==> src/logic/urs_pkg.sv <==
// Shared constants, field positions and carrier types for the UART
// line and modem status block.
// Assumes a 32-bit classic Wishbone host with 8-bit registers in bits 7:0.
package urs_pkg;

  ////////////////////////////////////////////////////////////////////////
  // Register byte offsets (one aligned word each)
  localparam logic [7:0] URS_OFS_RX_DATA = 8'h00;
  localparam logic [7:0] URS_OFS_LINE_STATUS = 8'h04;
  localparam logic [7:0] URS_OFS_MODEM_STATUS = 8'h08;
  localparam logic [7:0] URS_OFS_SCRATCH = 8'h0C;
  localparam logic [7:0] URS_OFS_MODEM_CTRL = 8'h10;
  localparam logic [7:0] URS_OFS_IRQ_ENABLE = 8'h14;
  localparam logic [7:0] URS_OFS_FEATURE_CTRL = 8'h18;
  localparam logic [7:0] URS_OFS_FEATURE_ENABLE = 8'h1C;

  ////////////////////////////////////////////////////////////////////////
  // Reset values
  localparam logic [7:0] URS_SCRATCH_RST = 8'hFF;
  localparam logic [7:0] URS_CTRL_RST = 8'h00;

  ////////////////////////////////////////////////////////////////////////
  // Field positions
  localparam int URS_IE_LINE = 2;
  localparam int URS_IE_MODEM = 3;
  localparam int URS_FE_ENHANCED = 4;
  localparam int URS_FE_AUTO_CTS = 7;
  localparam int URS_FC_SWAP = 6;
  localparam int URS_MC_DTR = 0;
  localparam int URS_MC_RTS = 1;
  localparam int URS_MC_OUT1 = 2;
  localparam int URS_MC_OUT2 = 3;
  localparam int URS_MC_LOOP = 4;
  // Write-side modem status bits 7:4, stored as 3:0
  localparam int URS_MF_TX_OFF = 0;
  localparam int URS_MF_RX_OFF = 1;
  localparam int URS_MF_NINE_BIT = 2;
  localparam int URS_MF_FAST_IR = 3;

  ////////////////////////////////////////////////////////////////////////
  // Infrared pulse widths in sixteenths of a bit time
  localparam logic [2:0] URS_IR_SLOW_PULSE = 3'h3;
  localparam logic [2:0] URS_IR_FAST_PULSE = 3'h4;

  ////////////////////////////////////////////////////////////////////////
  // Receive FIFO geometry
  localparam int URS_FIFO_DEPTH = 16;
  localparam logic [4:0] URS_FIFO_FULL = 5'h10;
  localparam logic [7:0] URS_BREAK_CHAR = 8'h00;

  ////////////////////////////////////////////////////////////////////////
  // Carrier types
  typedef struct packed {
    logic [7:0] data;
    logic parity_err;
    logic frame_err;
    logic brk;
  } urs_rx_char_s;

  typedef struct packed {
    logic cts_n;
    logic dsr_n;
    logic bell_indication_in_n;
    logic carrier_detect_in_n;
  } urs_modem_pins_s;

  typedef struct packed {
    logic [4:0] fifo_count;
    logic shift_busy;
    logic hold_load;
    logic hold_to_shift;
  } urs_tx_stat_s;

  typedef struct packed {
    logic tx_enable;
    logic rx_enable;
    logic nine_bit;
    logic fast_ir;
    logic [2:0] ir_pulse_len;
    logic tx_may_start;
    logic dtr_n;
    logic rts_n;
  } urs_ctrl_s;

  // Alternating counter read pointer
  typedef enum logic [1:0] {
    URS_ALT_RX = 2'b01,
    URS_ALT_TX = 2'b10
  } urs_alt_e;

endpackage : urs_pkg

==> src/logic/urs_rx_fifo.sv <==
// Receive FIFO holding each character with its parity, framing and
// break tags, plus a running count of tagged entries.
// Assumes the caller never relies on a push while full being stored.
`timescale 1ns/1ps
module urs_rx_fifo
  import urs_pkg::*;
(
  input wire logic clk_i,
  input wire logic rst_i,
  input wire logic fifo_en_i,
  input wire logic push_i,
  input urs_pkg::urs_rx_char_s push_data_i,
  input wire logic pop_i,
  output urs_pkg::urs_rx_char_s head_o,
  output logic [4:0] count_o,
  output logic full_o,
  output logic empty_o,
  output logic err_any_o
);
  import urs_pkg::*;

  typedef struct packed {
    urs_rx_char_s [URS_FIFO_DEPTH-1:0] mem;
    logic [3:0] wp;
    logic [3:0] rp;
    logic [4:0] cnt;
    logic [4:0] errs;
  } urs_fifo_state_s;

  urs_fifo_state_s s_reg;
  urs_fifo_state_s s_next;
  logic do_push;
  logic do_pop;

  function automatic logic has_tag(input urs_rx_char_s c);
    return c.parity_err | c.frame_err | c.brk;
  endfunction : has_tag

  ////////////////////////////////////////////////////////////////////////
  // Without FIFO mode only one character is held
  assign full_o = fifo_en_i ? (s_reg.cnt == URS_FIFO_FULL)
                            : (s_reg.cnt != 5'h00);
  assign empty_o = (s_reg.cnt == 5'h00);
  assign head_o = s_reg.mem[s_reg.rp];
  assign count_o = s_reg.cnt;
  assign err_any_o = (s_reg.errs != 5'h00);
  assign do_push = push_i & ~full_o;
  assign do_pop = pop_i & ~empty_o;

  always_comb
  begin
    s_next = s_reg;
    if (do_push)
    begin
      s_next.mem[s_reg.wp] = push_data_i;
      s_next.wp = s_reg.wp + 4'h1;
    end
    if (do_pop)
    begin
      s_next.rp = s_reg.rp + 4'h1;
    end
    unique case ({do_push, do_pop})
      2'b10: s_next.cnt = s_reg.cnt + 5'h01;
      2'b01: s_next.cnt = s_reg.cnt - 5'h01;
      default: s_next.cnt = s_reg.cnt;
    endcase
    // Tagged-entry tally drives the FIFO error summary
    unique case ({do_push & has_tag(push_data_i), do_pop & has_tag(head_o)})
      2'b10: s_next.errs = s_reg.errs + 5'h01;
      2'b01: s_next.errs = s_reg.errs - 5'h01;
      default: s_next.errs = s_reg.errs;
    endcase
  end

  always_ff @(posedge clk_i)
  begin
    if (rst_i)
    begin
      s_reg <= '0;
    end
    else
    begin
      s_reg <= s_next;
    end
  end

endmodule : urs_rx_fifo

==> src/logic/urs_status.sv <==
// Line status, modem status, write-side modem features, scratch and
// FIFO level counter logic of a UART, behind a classic Wishbone slave.
// Assumes a receiver, transmitter and break-frame bit tick outside.
//
// Summary of operation
// - Data ready flag is set while any received character remains.
// - Character arriving with FIFO full sets overrun; FIFO stays intact.
// - Parity error flag follows the character ready for reading.
// - Framing error flag follows the character ready for reading.
// - Input low a full frame: flag break, store one break char.
// - Without FIFO, holding-empty sets on shift load, clears on write.
// - With FIFO, holding-empty is set exactly while transmit FIFO empty.
// - Transmitter empty only when holding and shift stages both empty.
// - FIFO error summary set while any stored byte carries a tag.
// - Line interrupt: overrun at once, error tags at read position.
// - Change flags for clear-to-send, set-ready, carrier; modem interrupt.
// - Ring change flag set only on pin rising, ending ringing.
// - Outside loopback, upper status bits are inverted modem pins.
// - In loopback, upper status bits come from modem control bits.
// - Auto clear-to-send: pin high stops next character, low resumes.
// - Enhanced mode: feature bits 4 and 5 disable transmitter, receiver.
// - Enhanced mode: feature bit 6 selects 9-bit multidrop operation.
// - Enhanced mode: feature bit 7 picks infrared pulse: 3/16 or 1/4 bit.
// - Scratch register is 8 bits and resets to all ones.
// - With swap bit set, scratch writes go to count mode register.
// - Mode bits pick receive, transmit or alternating level count.
// - Alternating mode: first read receive, then transmit, alternating.
// - With swap set, scratch reads return the selected FIFO level.
`timescale 1ns/1ps
module urs_status
  import urs_pkg::*;
(
  input wire logic clk_i,
  input wire logic rst_i,
  // Wishbone slave
  input wire logic wb_cyc_i,
  input wire logic wb_stb_i,
  input wire logic wb_we_i,
  input wire logic [7:0] wb_adr_i,
  input wire logic [3:0] wb_sel_i,
  input wire logic [31:0] wb_dat_i,
  output logic [31:0] wb_dat_o,
  output logic wb_ack_o,
  // Receiver side
  input wire logic fifo_en_i,
  input wire logic rx_char_valid_i,
  input urs_pkg::urs_rx_char_s rx_char_i,
  input wire logic rx_serial_i,
  input wire logic bit_tick_i,
  input wire logic [3:0] frame_bits_i,
  // Transmitter side
  input urs_pkg::urs_tx_stat_s tx_stat_i,
  // Modem pins
  input urs_pkg::urs_modem_pins_s modem_pins_i,
  // Control and interrupt requests
  output urs_pkg::urs_ctrl_s ctrl_o,
  output logic line_irq_o,
  output logic modem_irq_o
);
  import urs_pkg::*;

  typedef struct packed {
    logic ack;
    logic [7:0] rdat;
    logic [7:0] scratch_reg;
    logic [7:0] fifo_count_mode_reg;
    logic [7:0] modem_ctrl_reg;
    logic [7:0] irq_enable_reg;
    logic [7:0] feature_ctrl_reg;
    logic [7:0] feature_enable_reg;
    logic [3:0] mfeat;
    logic overrun;
    logic thre;
    logic [3:0] delta;
    logic [3:0] mstat_prev;
    logic primed;
    logic [3:0] brk_cnt;
    logic brk_hold;
    urs_alt_e alt;
    urs_ctrl_s ctrl;
  } urs_state_s;

  urs_state_s s_reg;
  urs_state_s s_next;

  logic access;
  logic wr;
  logic rd;
  logic enhanced;
  logic loopback;
  logic swap;
  logic [3:0] mstat;
  logic [3:0] change;
  logic [3:0] mfeat_eff;
  logic rdy;
  logic thre_eff;
  logic temt;
  logic brk_bit;
  logic [7:0] line_status_reg;
  logic [7:0] modem_status_reg;
  logic [7:0] level_count;
  logic rx_push;
  urs_rx_char_s rx_push_data;
  logic rx_pop;
  urs_rx_char_s rx_head;
  logic [4:0] rx_count;
  logic rx_full;
  logic rx_empty;
  logic rx_err_any;

  function automatic logic hit(input logic [7:0] adr,
                               input logic [7:0] ofs);
    return adr[7:2] == ofs[7:2];
  endfunction : hit

  function automatic logic [7:0] widen(input logic [4:0] cnt);
    return {3'h0, cnt};
  endfunction : widen

  ////////////////////////////////////////////////////////////////////////
  // Receive FIFO
  urs_rx_fifo u_rx_fifo (
    .clk_i(clk_i),
    .rst_i(rst_i),
    .fifo_en_i(fifo_en_i),
    .push_i(rx_push),
    .push_data_i(rx_push_data),
    .pop_i(rx_pop),
    .head_o(rx_head),
    .count_o(rx_count),
    .full_o(rx_full),
    .empty_o(rx_empty),
    .err_any_o(rx_err_any)
  );

  ////////////////////////////////////////////////////////////////////////
  // Bus decode; answer one cycle after the request is seen
  assign access = wb_cyc_i & wb_stb_i & ~s_reg.ack;
  assign wr = access & wb_we_i & wb_sel_i[0];
  assign rd = access & ~wb_we_i;
  assign wb_ack_o = s_reg.ack;
  assign wb_dat_o = {24'h000000, s_reg.rdat};

  assign enhanced = s_reg.feature_enable_reg[URS_FE_ENHANCED];
  assign loopback = s_reg.modem_ctrl_reg[URS_MC_LOOP];
  assign swap = s_reg.feature_ctrl_reg[URS_FC_SWAP];
  assign mfeat_eff = s_reg.mfeat & {4{enhanced}};

  ////////////////////////////////////////////////////////////////////////
  // Modem status: bit 0 clear-to-send, 1 set-ready, 2 ring, 3 carrier
  assign mstat = loopback ?
    {s_reg.modem_ctrl_reg[URS_MC_OUT2],
     s_reg.modem_ctrl_reg[URS_MC_OUT1],
     s_reg.modem_ctrl_reg[URS_MC_DTR],
     s_reg.modem_ctrl_reg[URS_MC_RTS]} :
    ~{modem_pins_i.carrier_detect_in_n,
      modem_pins_i.bell_indication_in_n,
      modem_pins_i.dsr_n,
      modem_pins_i.cts_n};

  // Ring flag only when pin rises, i.e. status falls
  assign change = s_reg.primed ?
    {mstat[3] ^ s_reg.mstat_prev[3],
     s_reg.mstat_prev[2] & ~mstat[2],
     mstat[1] ^ s_reg.mstat_prev[1],
     mstat[0] ^ s_reg.mstat_prev[0]} : 4'h0;

  assign modem_status_reg = {mstat, s_reg.delta};

  ////////////////////////////////////////////////////////////////////////
  // Line status
  assign rdy = ~rx_empty;
  assign thre_eff = fifo_en_i ? (tx_stat_i.fifo_count == 5'h00)
                              : s_reg.thre;
  assign temt = thre_eff & ~tx_stat_i.shift_busy;
  assign brk_bit = (rdy & rx_head.brk) | s_reg.brk_hold;

  assign line_status_reg = {rx_err_any,
                            temt,
                            thre_eff,
                            brk_bit,
                            rdy & rx_head.frame_err,
                            rdy & rx_head.parity_err,
                            s_reg.overrun,
                            rdy};

  // Overrun at once; tag bits only once the character is at the head
  assign line_irq_o = s_reg.irq_enable_reg[URS_IE_LINE] &
    (s_reg.overrun |
     (rdy & (rx_head.parity_err | rx_head.frame_err |
             rx_head.brk)));
  assign modem_irq_o = s_reg.irq_enable_reg[URS_IE_MODEM] &
    (s_reg.delta != 4'h0);

  ////////////////////////////////////////////////////////////////////////
  // FIFO level counter selection
  always_comb
  begin
    if (~s_reg.fifo_count_mode_reg[0])
    begin
      level_count = widen(rx_count);
    end
    else if (~s_reg.fifo_count_mode_reg[1])
    begin
      level_count = widen(tx_stat_i.fifo_count);
    end
    else if (s_reg.alt == URS_ALT_RX)
    begin
      level_count = widen(rx_count);
    end
    else
    begin
      level_count = widen(tx_stat_i.fifo_count);
    end
  end

  assign ctrl_o = s_reg.ctrl;

  ////////////////////////////////////////////////////////////////////////
  // Next state
  always_comb
  begin
    s_next = s_reg;
    s_next.ack = access;
    rx_push = 1'b0;
    rx_push_data = rx_char_i;
    rx_pop = 1'b0;

    // Break detection counts bit times while the line is low
    if (rx_serial_i)
    begin
      s_next.brk_cnt = 4'h0;
      s_next.brk_hold = 1'b0;
    end
    else if (bit_tick_i & ~s_reg.brk_hold)
    begin
      if (s_reg.brk_cnt + 4'h1 == frame_bits_i)
      begin
        s_next.brk_cnt = 4'h0;
        s_next.brk_hold = 1'b1;
        rx_push = ~mfeat_eff[URS_MF_RX_OFF];
        rx_push_data = '{data: URS_BREAK_CHAR, parity_err: 1'b0,
                         frame_err: 1'b0, brk: 1'b1};
      end
      else
      begin
        s_next.brk_cnt = s_reg.brk_cnt + 4'h1;
      end
    end
    if (~rx_push & rx_char_valid_i & ~s_reg.brk_hold &
        ~mfeat_eff[URS_MF_RX_OFF])
    begin
      rx_push = 1'b1;
    end
    // A full FIFO keeps its contents; the newcomer is dropped
    if (rx_push & rx_full)
    begin
      rx_push = 1'b0;
      s_next.overrun = 1'b1;
    end
    else if (rd & hit(wb_adr_i, URS_OFS_LINE_STATUS))
    begin
      s_next.overrun = 1'b0;
    end

    // Holding-empty: shift load sets and wins over host write
    s_next.thre = (s_reg.thre & ~tx_stat_i.hold_load) |
                  tx_stat_i.hold_to_shift;

    // Change flags: new changes win over the read clear
    s_next.delta = ((rd & hit(wb_adr_i, URS_OFS_MODEM_STATUS)) ?
                    4'h0 : s_reg.delta) | change;
    s_next.mstat_prev = mstat;
    s_next.primed = 1'b1;

    // Reads
    if (rd)
    begin
      s_next.rdat = 8'h00;
      if (hit(wb_adr_i, URS_OFS_RX_DATA))
      begin
        s_next.rdat = rdy ? rx_head.data : 8'h00;
        rx_pop = 1'b1;
      end
      else if (hit(wb_adr_i, URS_OFS_LINE_STATUS))
      begin
        s_next.rdat = line_status_reg;
      end
      else if (hit(wb_adr_i, URS_OFS_MODEM_STATUS))
      begin
        s_next.rdat = modem_status_reg;
      end
      else if (hit(wb_adr_i, URS_OFS_SCRATCH))
      begin
        s_next.rdat = swap ? level_count : s_reg.scratch_reg;
        if (swap & (s_reg.fifo_count_mode_reg[1:0] == 2'h3))
        begin
          s_next.alt = (s_reg.alt == URS_ALT_RX) ? URS_ALT_TX
                                                 : URS_ALT_RX;
        end
      end
      else if (hit(wb_adr_i, URS_OFS_MODEM_CTRL))
      begin
        s_next.rdat = s_reg.modem_ctrl_reg;
      end
      else if (hit(wb_adr_i, URS_OFS_IRQ_ENABLE))
      begin
        s_next.rdat = s_reg.irq_enable_reg;
      end
      else if (hit(wb_adr_i, URS_OFS_FEATURE_CTRL))
      begin
        s_next.rdat = s_reg.feature_ctrl_reg;
      end
      else if (hit(wb_adr_i, URS_OFS_FEATURE_ENABLE))
      begin
        s_next.rdat = s_reg.feature_enable_reg;
      end
    end

    // Writes
    if (wr)
    begin
      if (hit(wb_adr_i, URS_OFS_MODEM_STATUS) & enhanced)
      begin
        s_next.mfeat = wb_dat_i[7:4];
      end
      else if (hit(wb_adr_i, URS_OFS_SCRATCH))
      begin
        if (swap)
        begin
          s_next.fifo_count_mode_reg = wb_dat_i[7:0];
          s_next.alt = URS_ALT_RX;
        end
        else
        begin
          s_next.scratch_reg = wb_dat_i[7:0];
        end
      end
      else if (hit(wb_adr_i, URS_OFS_MODEM_CTRL))
      begin
        s_next.modem_ctrl_reg = wb_dat_i[7:0];
      end
      else if (hit(wb_adr_i, URS_OFS_IRQ_ENABLE))
      begin
        s_next.irq_enable_reg = wb_dat_i[7:0];
      end
      else if (hit(wb_adr_i, URS_OFS_FEATURE_CTRL))
      begin
        s_next.feature_ctrl_reg = wb_dat_i[7:0];
      end
      else if (hit(wb_adr_i, URS_OFS_FEATURE_ENABLE))
      begin
        s_next.feature_enable_reg = wb_dat_i[7:0];
      end
    end

    // Registered control outputs
    s_next.ctrl.tx_enable = ~mfeat_eff[URS_MF_TX_OFF];
    s_next.ctrl.rx_enable = ~mfeat_eff[URS_MF_RX_OFF];
    s_next.ctrl.nine_bit = mfeat_eff[URS_MF_NINE_BIT];
    s_next.ctrl.fast_ir = mfeat_eff[URS_MF_FAST_IR];
    s_next.ctrl.ir_pulse_len = mfeat_eff[URS_MF_FAST_IR] ?
      URS_IR_FAST_PULSE : URS_IR_SLOW_PULSE;
    // Checked only at a character start, so the current one completes
    s_next.ctrl.tx_may_start = ~mfeat_eff[URS_MF_TX_OFF] &
      ~(s_reg.feature_enable_reg[URS_FE_AUTO_CTS] & ~mstat[0]);
    s_next.ctrl.dtr_n = loopback | ~s_reg.modem_ctrl_reg[URS_MC_DTR];
    s_next.ctrl.rts_n = loopback | ~s_reg.modem_ctrl_reg[URS_MC_RTS];
  end

  ////////////////////////////////////////////////////////////////////////
  // State register
  always_ff @(posedge clk_i)
  begin
    if (rst_i)
    begin
      s_reg <= '0;
      s_reg.scratch_reg <= URS_SCRATCH_RST;
      s_reg.fifo_count_mode_reg <= URS_CTRL_RST;
      s_reg.thre <= 1'b1;
      s_reg.alt <= URS_ALT_RX;
      s_reg.ctrl.tx_enable <= 1'b1;
      s_reg.ctrl.rx_enable <= 1'b1;
      s_reg.ctrl.ir_pulse_len <= URS_IR_SLOW_PULSE;
      s_reg.ctrl.tx_may_start <= 1'b1;
      s_reg.ctrl.dtr_n <= 1'b1;
      s_reg.ctrl.rts_n <= 1'b1;
    end
    else
    begin
      s_reg <= s_next;
    end
  end

endmodule : urs_status

==> config.mk <==
export PLATFORM = sky130hd
export DESIGN_NAME = urs_status
export DESIGN_NICKNAME = d
export VERILOG_FILES = /design/src/logic/urs_pkg.sv /design/src/logic/urs_rx_fifo.sv /design/src/logic/urs_status.sv
export SDC_FILE = /design/constraint.sdc
export NUM_CORES = 1
export LEC_CHECK = 0
export BUFFER_PORTS_ARGS = -buffer_cell sky130_fd_sc_hd__buf_2
export CAP_MARGIN = 20
export CORE_MARGIN = 2
export CORE_UTILIZATION = 45
export DETAILED_ROUTE_END_ITERATION = 10
export GPL_TIMING_DRIVEN = 0
export PLACE_DENSITY = 0.66
export SETUP_SLACK_MARGIN = 0.3
export SLEW_MARGIN = 20
export SYNTH_ARGS = -nofsm -noshare
export SYNTH_HDL_FRONTEND = slang
export SYNTH_SLANG_ARGS = --single-unit
export TNS_END_PERCENT = 5
==> constraint.sdc <==
create_clock -name clk_i -period 4.05 [get_ports clk_i]
set_input_delay 1.215 -clock clk_i [delete_from_list [all_inputs] [get_ports clk_i]]
set_output_delay 1.215 -clock clk_i [all_outputs]
set_load 0.01 [all_outputs]
# Word level (Yosys, flattened, before mapping)
# Cells that the tools add are included.
dict set report word_totals {
  out_inout_bits 45
  elab_cells 256
  reg_bits 283
}
dict set report classes {
  addsub 7
  order_cmp 3
  n_eq_ne 15
  n_bitwise 65
  mux 54
  reduce_logical 19
}
# cell count
set op_table {}
lappend op_table {{176-bit bitwise mux} 1}
lappend op_table {{8-bit two-way mux} 10}
lappend op_table {{11-bit two-way mux} 5}
lappend op_table {{11-bit binary-select mux with 4-bit select} 1}
lappend op_table {{11-bit demux with 4-bit select} 1}
lappend op_table {{1-bit bitwise AND} 29}
lappend op_table {{5-bit two-way mux} 5}
lappend op_table {{6-bit by 3-bit == test with 1-bit output, second input constant} 4}
lappend op_table {{2-bit two-way mux} 11}
lappend op_table {{1-bit NOT} 21}
lappend op_table {{5-bit one-hot mux with 2 select lines} 2}
lappend op_table {{18-bit two-way mux} 1}
lappend op_table {{4-bit two-way mux} 4}
lappend op_table {{4-bit by 1-bit adder with 4-bit output, second input constant} 3}
lappend op_table {{6-bit by 2-bit == test with 1-bit output, second input constant} 2}
lappend op_table {{1-bit two-way mux} 12}
lappend op_table {{4-bit AND reduction} 3}
lappend op_table {{5-bit by 1-bit adder with 5-bit output, second input constant} 2}
lappend op_table {{5-bit logical NOT} 2}
lappend op_table {{4-bit by 5-bit < comparator with 1-bit output, second input constant} 2}
lappend op_table {{5-bit nonzero test} 2}
lappend op_table {{5-bit by 1-bit subtractor with 5-bit output, second input constant} 2}
lappend op_table {{1-bit bitwise OR} 9}
lappend op_table {{7-bit AND reduction} 1}
lappend op_table {{19 further kinds} 28}

# Depth between registers and ports, before layout
# Gate-level depths: netlist of run 1.
dict set report logic_depth {
  depth_word 16
  mapped_depth 17
  mapped_depth_nobuf 14
}

# Hierarchy
# A second synthesis of run 1 with hierarchy kept.
dict set report hier_totals {
  cells_unflattened 1247
  area_unflattened_um2 13003.7
}
# mod instances area_each_um2 cells_each
set by_module_without_submodules {}
lappend by_module_without_submodules {urs_rx_fifo 1 8822.2 798}
lappend by_module_without_submodules {urs_status 1 4181.5 449}

# Worst setup path after synthesis of run 1
# OpenSTA, ideal clock, no wires.
dict set report synth_path {
  path_kind {input to register}
  from {input port bit_tick_i}
  to {register u_rx_fifo.s_reg[4] in the netlist's numbering}
  slack_ps -32
  setup_ps 70
  t_arrival_ps 4012
  path_buffers 1
  required_time_ps 3980
  path_stages 13
  cell_sequence {nor2b_1 > nand3_1 > o32ai_4 > and3_2 > buf_2 > o41ai_1 > ha_1 > fa_1 > a21o_1 > a21oi_1 > xor2_1 > or3_1 > a21oi_1}
}
dict set report synth_via {
  elab_chain_len 14
  word_cells_on_any_way 20
}
# element line_no
set synth_rtl {}
lappend synth_rtl {{from (decl)} urs_status.sv:49} ;# input wire logic bit_tick_i,
lappend synth_rtl {{1-bit bitwise AND (*)} urs_status.sv:235} ;# else if (bit_tick_i & ~s_reg.brk_hold)
lappend synth_rtl {{1-bit two-way mux} urs_status.sv:235}
lappend synth_rtl {{1-bit two-way mux} urs_status.sv:230} ;# if (rx_serial_i)
lappend synth_rtl {{1-bit NOT} urs_status.sv:250} ;# if (~rx_push & rx_char_valid_i & ~s_reg.brk_hold &
lappend synth_rtl {{1-bit bitwise AND (3 in a row)} urs_status.sv:250}
lappend synth_rtl {{1-bit two-way mux} urs_status.sv:250}
lappend synth_rtl {{1-bit bitwise AND} urs_status.sv:256} ;# if (rx_push & rx_full)
lappend synth_rtl {{1-bit two-way mux} urs_status.sv:256}
lappend synth_rtl {{1-bit bitwise AND} urs_rx_fifo.sv:47} ;# assign do_push = push_i & ~full_o;
lappend synth_rtl {{1-bit bitwise AND (*)} urs_rx_fifo.sv:68} ;# unique case ({do_push & has_tag(push_data_i), do_pop & has_tag(head_o)})
lappend synth_rtl {{2-bit by 1-bit == test with 1-bit output / 2-bit == test (equally long branches)} urs_rx_fifo.sv:68}
lappend synth_rtl {{5-bit one-hot mux with 2 select lines / 2-bit nonzero test (equally long branches)} n/a}
lappend synth_rtl {{to (signal assigned)} urs_rx_fifo.sv:83} ;# s_reg <= s_next;
lappend synth_rtl {{to (decl)} urs_rx_fifo.sv:30} ;# urs_fifo_state_s s_reg;
# Mark *: on every way between the ends. The rest lies on a longest branch, timed or not.
# A chain may end at the register's enable or synchronous reset.

# Final worst setup path of run 1
dict set report layout_path {
  from {register u_rx_fifo.s_reg[10] in the netlist's numbering}
  to {output port line_irq_o}
}
dict set report layout_via {
  elab_chain_len 7
}
# element line_no
set layout_rtl {}
lappend layout_rtl {{11-bit binary-select mux with 4-bit select (*)} urs_rx_fifo.sv:44} ;# assign head_o = s_reg.mem[s_reg.rp];
lappend layout_rtl {{11-bit two-way mux (implied by the code) (*)} urs_rx_fifo.sv:44}
lappend layout_rtl {{1-bit bitwise OR} urs_status.sv:190} ;# (rdy & (rx_head.parity_err | rx_head.frame_err |
lappend layout_rtl {{1-bit bitwise OR (*)} urs_status.sv:190}
lappend layout_rtl {{1-bit bitwise AND (*)} urs_status.sv:190}
lappend layout_rtl {{1-bit bitwise OR (*)} urs_status.sv:189} ;# (s_reg.overrun |
lappend layout_rtl {{1-bit bitwise AND (*)} urs_status.sv:188} ;# assign line_irq_o = s_reg.irq_enable_reg[URS_IE_LINE] &
lappend layout_rtl {{to (decl)} urs_status.sv:57} ;# output logic line_irq_o,
# Mark *: on every way between the ends. The rest lies on a longest branch, timed or not. The select of a mux whose other input is x is not followed.

==> impl_metrics.csv, run 1 <==
group,metric,value,unit
min_path,hold_class,"reg2reg",
sta,setup_ws,0.265,ns
sta,finalSetupViolCount,0,
final_layout,fillers,2574,
sta,fmaxAchievable,264,MHz
placement,gp_congestion,0.936,
floorplan,rows,61,
placement,port_buffers,68,
routing,drt-total-wl,37800,microns
floorplan,die_h,171,microns
logic_synthesis,netlist_area,12500,sq um
placement,hpwlAfterDp,26500,microns
final_layout,layout_common_cells,"dfxtp_1 (273), nand2_1 (155), nand3_1 (148)",
power,p_leak,5.48,nW
final_layout,nNetsFinal,1534,
sta,finalCritPeriodShare,93.5,%
logic_synthesis,syn_inst,1307,
cts,clock_sinks,275,
worst_setup_path,path_cells,"buf_8 > buf_12 > mux4_2 > o211ai_1 > nand2_1 > o22ai_4 > o21ai_2 > buf_2",
routing,vias_per_cell,5.73,
worst_setup_path,cpPeakStageDelay,0.49,ns
worst_setup_path,crit_cells,8,
final_layout,final_common_cell,"dfxtp_1",
worst_setup_path,reg2reg_from,"s_reg[13]",
cts,numCtsBuffers,29,
cts,ctsHoldBuffers,0,
routing,dr.first_iter.drc_count,1081,
global_route,antenna_found_initial,0,
routing,drtAntennaViolNets,0,
worst_setup_path,required,2.83,ns
floorplan,pin_count,125,
worst_setup_path,cp_slowest_cell,"mux4_2",
worst_setup_path,cp_max_fo,6,
cts,clk_path_buf_depth,3,
power,power_per_cell_area,440,nW/um^2
worst_setup_path,end_kind,"output port",
routing,route.vias.total,10500,
sta,maxSlewHeadroom,40.2,%
global_route,grt_use_total,25.8,%
sta,final.setup_skew,0.0138,ns
sta,rsz0062_at_grt,"true",
sta,finalHoldViolCount,0,
cts,h-tree-depth,1,
global_route,grt_pass1_wl,57500,microns
worst_setup_path,r2r_cells,14,
cts,clock_latency,0.56,ns
logic_synthesis,synthArstFlopShare,0,%
logic_synthesis,synthFlopType,"dfxtp_1",
floorplan,core,27600,sq um
logic_synthesis,synth_warnings,0,
logic_synthesis,ys_types,63,
logic_synthesis,syn_area_per_cell,9.60,sq um
routing,dr.pass1.iters,5,
logic_synthesis,synth_edf_count,0,
logic_synthesis,seq_area_frac_synth,43.9,%
final_layout,antenna_cells,0,
cts,root_buffer,"clkbuf_16",
worst_setup_path,crit_family,"compound AO/OA/AOI/OAI gates",
final_layout,drive_gt1_share,21.1,%
logic_synthesis,ys_seq_elements,275,
floorplan,dieArea,29200,sq um
power,peakVddDrop,0.347,mV
placement,pre_cts_slack,-0.356,ns
flow_run,maxCapViolations,0,
worst_setup_path,cp.arrival,2.57,ns
routing,post_drt_wl_per_cell,20.5,microns
cts,clkTransAtPathRegs,0.06,ns
sta,finalSetupTns,0,ns
worst_setup_path,start_kind,"flop",
worst_setup_path,rrSetupSlack,0.41,ns
outcome,status,"finished clean",
floorplan,die_w,171,microns
global_route,overflow,0,
worst_setup_path,path_buf_inv,3,
worst_setup_path,criticalPathCategory,"reg2out",
global_route,grt_pass1_vias,9980,
final_layout,final_util,53.5,%
worst_setup_path,crit_end,"line_irq_o",
floorplan,start_util,45.4,%
worst_setup_path,reg2reg_to,"u_rx_fifo.s_reg[4]",
sta,whs,0.405,ns
final_layout,syn2layout_area_growth,17.8,%
sta,worst_pin_slew,0.895,ns
worst_setup_path,startpoint,"u_rx_fifo.s_reg[10]",
power,p_total,6.50,mW
final_layout,largest_register_ffs,189,
sta,slew_viol_final,0,
cts,cts_tree,"done",
routing,drc,0,
sta,fin_crit,3.79,ns
global_route,grt_max_degree,16,
cell usage after synthesis (6+ instances only):
cell type  count  area share, %
o21ai_0      121            4.8
clkbuf_1      43            1.3
xor2_1        13           0.91
a211oi_1       9           0.54
nand2_1      155            4.6
nand4_1       13           0.65
ha_1          14            1.4
mux4_2        52            9.3
dfxtp_1      275             44
xnor2_1        9           0.63
mux2i_1      121            9.7
inv_1         13           0.39
buf_4         44            2.6
a21oi_1       50            2.0
and3_2         6           0.36
nor2_1        65            1.9
nor3_1         8           0.32
nor2b_1        7           0.35
buf_6          8           0.72
nand3_1      149            5.9
buf_2         36            1.4
and2_1         8           0.40
buf_1         11           0.33
area by class of cell:
| cell class | instances | area, sq um | area share (%) |
|---|---|---|---|
| flip-flops and latches | 275 | 5510 | 37.3 |
| repair buffers | 77 | 408 | 2.76 |
| multi-input cells | 897 | 6330 | 42.9 |
| clock buffers | 40 | 857 | 5.80 |
| clock inverters | 14 | 196 | 1.33 |
| inverters | 13 | 48.8 | 0.330 |
| well taps | 378 | 473 | 3.20 |
| plain buffers | 145 | 953 | 6.45 |
routing by layer:
layer,up-vias,wire length [microns],track usage (%)
met5,-,0,0
met1,5113,15900,34.5
li1,4865,-,-
met3,89,2920,3.40
met4,0,1420,10.1
met2,465,17500,42.4
worst register-to-register path: cells and delay by family, from the launching register on:
| kind | cells | cell delay, ns |
|---|---|---|
| AO/OA/AOI/OAI | 5 | 0.94 |
| adder cells (fa/ha/maj) | 3 | 0.86 |
| AND/OR/NAND/NOR | 3 | 0.83 |
| XOR/XNOR | 2 | 0.47 |
| flip-flops | 1 | 0.35 |
| buffers and inverters | 1 | 0.13 |
how the worst min path moves through the flow:
stage	endpoint	startpoint	cells past startpoint	slack, ns
after global routing	ctrl_o[9]	s_reg[28]	1	0.43
after detailed placement	ctrl_o[9]	s_reg[28]	1	0.39
final	ctrl_o[9]	s_reg[28]	1	0.40
after floorplan	ctrl_o[9]	s_reg[28]	1	0.37
after CTS	ctrl_o[9]	s_reg[28]	1	0.40
after global placement	ctrl_o[9]	s_reg[28]	1	0.39
logic make-up (layout without fill, tap and decap cells):
group,count (synthesis),in the layout,synth area share [%]
AOI/OAI and AO/OA,219,219,10.0
xor gates and xnor gates,23,23,1.73
adders and majority gates,16,16,1.72
buffers and inverters,158,289,7.12
DFF,275,275,43.9
muxes,175,175,19.2
other,1,24,0.0299
and+or+nand+nor,440,440,16.4
per-stage QoR:
step | cells | instance area [sq um]
2_1_floorplan | 1330 | 12700
3_3_place_gp | 1776 | 13500
3_5_place_dp | 1776 | 13500
4_1_cts | 1837 | 14700
5_1_grt | 1839 | 14800
6_report | 1839 | 14800
power by group:
group	total, mW	switching (mW)	internal (mW)
combinational	0.757	0.472	0.285
clock	2.88	1.14	1.74
sequential	2.86	0.0719	2.79
repair_timing:
action	4_1_cts	5_1_grt
gates resized for setup	32	10
setup endpoints to repair	5	5
buffers inserted	7	2
pin swaps	3	2
(Power assumes the default switching activity.)
==> run 2, diff against run 1 <==
--- a/config.mk
+++ b/config.mk
@@ -5,13 +5,14 @@
 export SDC_FILE = /design/constraint.sdc
 export NUM_CORES = 1
 export LEC_CHECK = 0
+export ABC_AREA = 1
 export BUFFER_PORTS_ARGS = -buffer_cell sky130_fd_sc_hd__buf_2
 export CAP_MARGIN = 20
 export CORE_MARGIN = 2
 export CORE_UTILIZATION = 45
 export DETAILED_ROUTE_END_ITERATION = 10
 export GPL_TIMING_DRIVEN = 0
-export PLACE_DENSITY = 0.66
+export PLACE_DENSITY = 0.65
 export SETUP_SLACK_MARGIN = 0.3
 export SLEW_MARGIN = 20
 export SYNTH_ARGS = -nofsm -noshare
==> impl_metrics.csv, run 2 <==
group,metric,value,unit
outcome,status,"finished clean",
logic_synthesis,synthArstFlopShare,0,%
cts,clk_path_buf_depth,3,
sta,finalSetupViolCount,0,
global_route,grt_pass1_vias,13300,
logic_synthesis,synth_edf_count,0,
global_route,grt_pass1_wl,75000,microns
routing,drc,0,
sta,finalCritPeriodShare,94.1,%
final_layout,antenna_cells,0,
routing,dr.first_iter.drc_count,1395,
logic_synthesis,syn_area_per_cell,6.60,sq um
routing,drtAntennaViolNets,0,
placement,gp_congestion,0.979,
routing,wl_met1,20400,microns
logic_synthesis,synth_top_cell_area_share,38.0,%
sta,slew_viol_final,0,
worst_setup_path,startpoint,"u_rx_fifo.s_reg[12]",
routing,vias_per_cell,5.20,
logic_synthesis,seq_area_frac_synth,38.0,%
placement,hpwlAfterDp,35300,microns
final_layout,instances_no_fill,2746,
sta,final.setup_skew,0.00809,ns
power,p_leak,7.92,nW
cts,clkTransAtPathRegs,0.06,ns
worst_setup_path,cp_max_fo,10,
logic_synthesis,ys_seq_elements,275,
logic_synthesis,synth_common_cells,"nand2_1 (501), nor2_1 (372), inv_1 (324)",
final_layout,drive_gt1_share,12.1,%
cts,clock_sinks,275,
final_layout,syn2layout_area_growth,14.4,%
logic_synthesis,yosysMostFrequentCell,"nand2_1",
routing,dr.pass1.iters,5,
final_layout,layout_common_cells,"nand2_1 (497), nor2_1 (371), inv_1 (324)",
power,peakVddDrop,0.320,mV
worst_setup_path,criticalPathCategory,"reg2out",
logic_synthesis,syn_inst,2194,
worst_setup_path,cp.arrival,2.60,ns
worst_setup_path,reg2reg_from,"s_reg[13]",
sta,fmaxAchievable,262,MHz
cts,root_buffer,"clkbuf_16",
cts,cts_tree,"done",
worst_setup_path,end_kind,"output port",
cts,h-tree-depth,1,
floorplan,start_util,45.8,%
cts,clock_latency,0.57,ns
cts,numCtsBuffers,31,
logic_synthesis,synthFlopType,"dfxtp_1",
global_route,grt_max_degree,15,
floorplan,pin_count,125,
logic_synthesis,ys_types,43,
floorplan,dieArea,33600,sq um
flow_run,maxCapViolations,0,
min_path,hold_class,"reg2reg",
floorplan,die_h,183,microns
sta,rsz0062_at_grt,"true",
global_route,antenna_found_initial,0,
placement,place_inst,2690,
power,power_per_cell_area,420,nW/um^2
worst_setup_path,start_kind,"flop",
logic_synthesis,yosysTopAreaCell,"dfxtp_1",
placement,port_buffers,71,
floorplan,core,31600,sq um
sta,finalSetupTns,0,ns
floorplan,rows,65,
worst_setup_path,required,2.83,ns
logic_synthesis,synth_warnings,0,
placement,pre_cts_slack,-0.216,ns
final_layout,largest_register_ffs,189,
global_route,overflow,0,
logic_synthesis,netlist_area,14500,sq um
global_route,grt_use_total,29.1,%
min_path,hold_start,"s_reg[30]",
sta,maxSlewHeadroom,39.9,%
routing,drt-total-wl,49100,microns
sta,worst_pin_slew,0.902,ns
routing,met3_length,4430,microns
final_layout,nNetsFinal,2419,
sta,finalHoldViolCount,0,
logic_synthesis,netlist_top_cells_area,"dfxtp_1 (38%), nand2_1 (13%), nor2_1 (9.6%), inv_1 (8.4%), a21oi_1 (5.0%)",
sta,fin_crit,3.81,ns
floorplan,die_w,183,microns
routing,post_drt_wl_per_cell,17.9,microns
routing,route.vias.total,14300,
final_layout,final_common_cell,"nand2_1",
routing,topRoutingLayerUsed,"met4",
sta,setup_ws,0.239,ns
routing,wl_met2,21900,microns
[run 2: changes by cell type after synthesis, moves of 45 or more]
cell / before / now
nand2_1: 155 / 501
nand3_1: 149 / 97
inv_1: 13 / 324
mux2i_1: 121 / 0
nor2_1: 65 / 372
a21oi_1: 50 / 144
mux4_2: 52 / 0
o21bai_1: 0 / 45
[run 2: critical path, stage by stage, from the launching register on]
cell,delay (ns)
dfxtp_1,0.56
inv_1,0.21
buf_2,0.28
nand3_1,0.14
nand3_1,0.09
nand2_2,0.18
inv_1,0.09
nand2_1,0.09
nand2_1,0.07
a21oi_2,0.15
buf_2,0.15
[run 2: final cells by class]
| type | instances | area (sq um) |
|---|---|---|
| buffer | 165 | 1070 |
| sequential | 275 | 5510 |
| tap | 402 | 503 |
| clock inverter | 6 | 57.6 |
| fill | 3174 | 15100 |
| multi-input combinational | 1450 | 6910 |
| clock buffer | 48 | 930 |
| inverter | 327 | 1230 |
| timing repair buffer | 73 | 370 |
[run 2: kinds of logic (layout without fill, tap and decap cells)]
family	after synthesis	count (layout)	share of synthesized area, %
simple gates	1028	1028	30.4
buf+inv	492	619	15.2
compound gates	376	376	14.5
flops	275	275	38.0
fa+ha+maj	16	16	1.49
xor+xnor	6	6	0.363
other cells	1	24	0.0259
[run 2: timing repair]
action / in CTS / in global routing
setup endpoints to repair: 3 / 4
pin swaps: 0 / 3
setup buffers: 0 / 2
hold endpoints to repair: 0 / 0
gates resized for setup: 37 / 22
hold buffers: 0 / 0
[run 2: through the flow]
step                hold slack (ns)  utilization (%)  power [mW]  cell area (sq um)
finish                        0.441             52.4        6.96              16600
global route                  0.469             52.4        7.25              16600
CTS                           0.444             52.2        6.95              16500
detailed placement            0.425             48.9        4.19              15500
global placement              0.421             48.9        4.16              15500
floorplan                     0.393                -        3.85              14600
[run 2: final timing paths]
path,endpoint,slack (ns),cells past startpoint
max,line_irq_o,0.24,10
max reg2reg,u_rx_fifo.s_reg[4],0.66,20
min,ctrl_o[7],0.44,2
min reg2reg,ctrl_o[7],0.44,2
[run 2: where the power goes]
part,switching [mW],internal (mW),total (mW)
Combinational,0.845,0.402,1.25
Sequential,0.0869,2.85,2.94
Clock,1.16,1.62,2.78
[run 2: metal layers]
metal / GRT usage (%) / vias to the layer above
met5: 0 / -
met4: 13.6 / 0
met3: 5.47 / 139
met2: 46.8 / 585
met1: 37.7 / 6571
li1: - / 6995
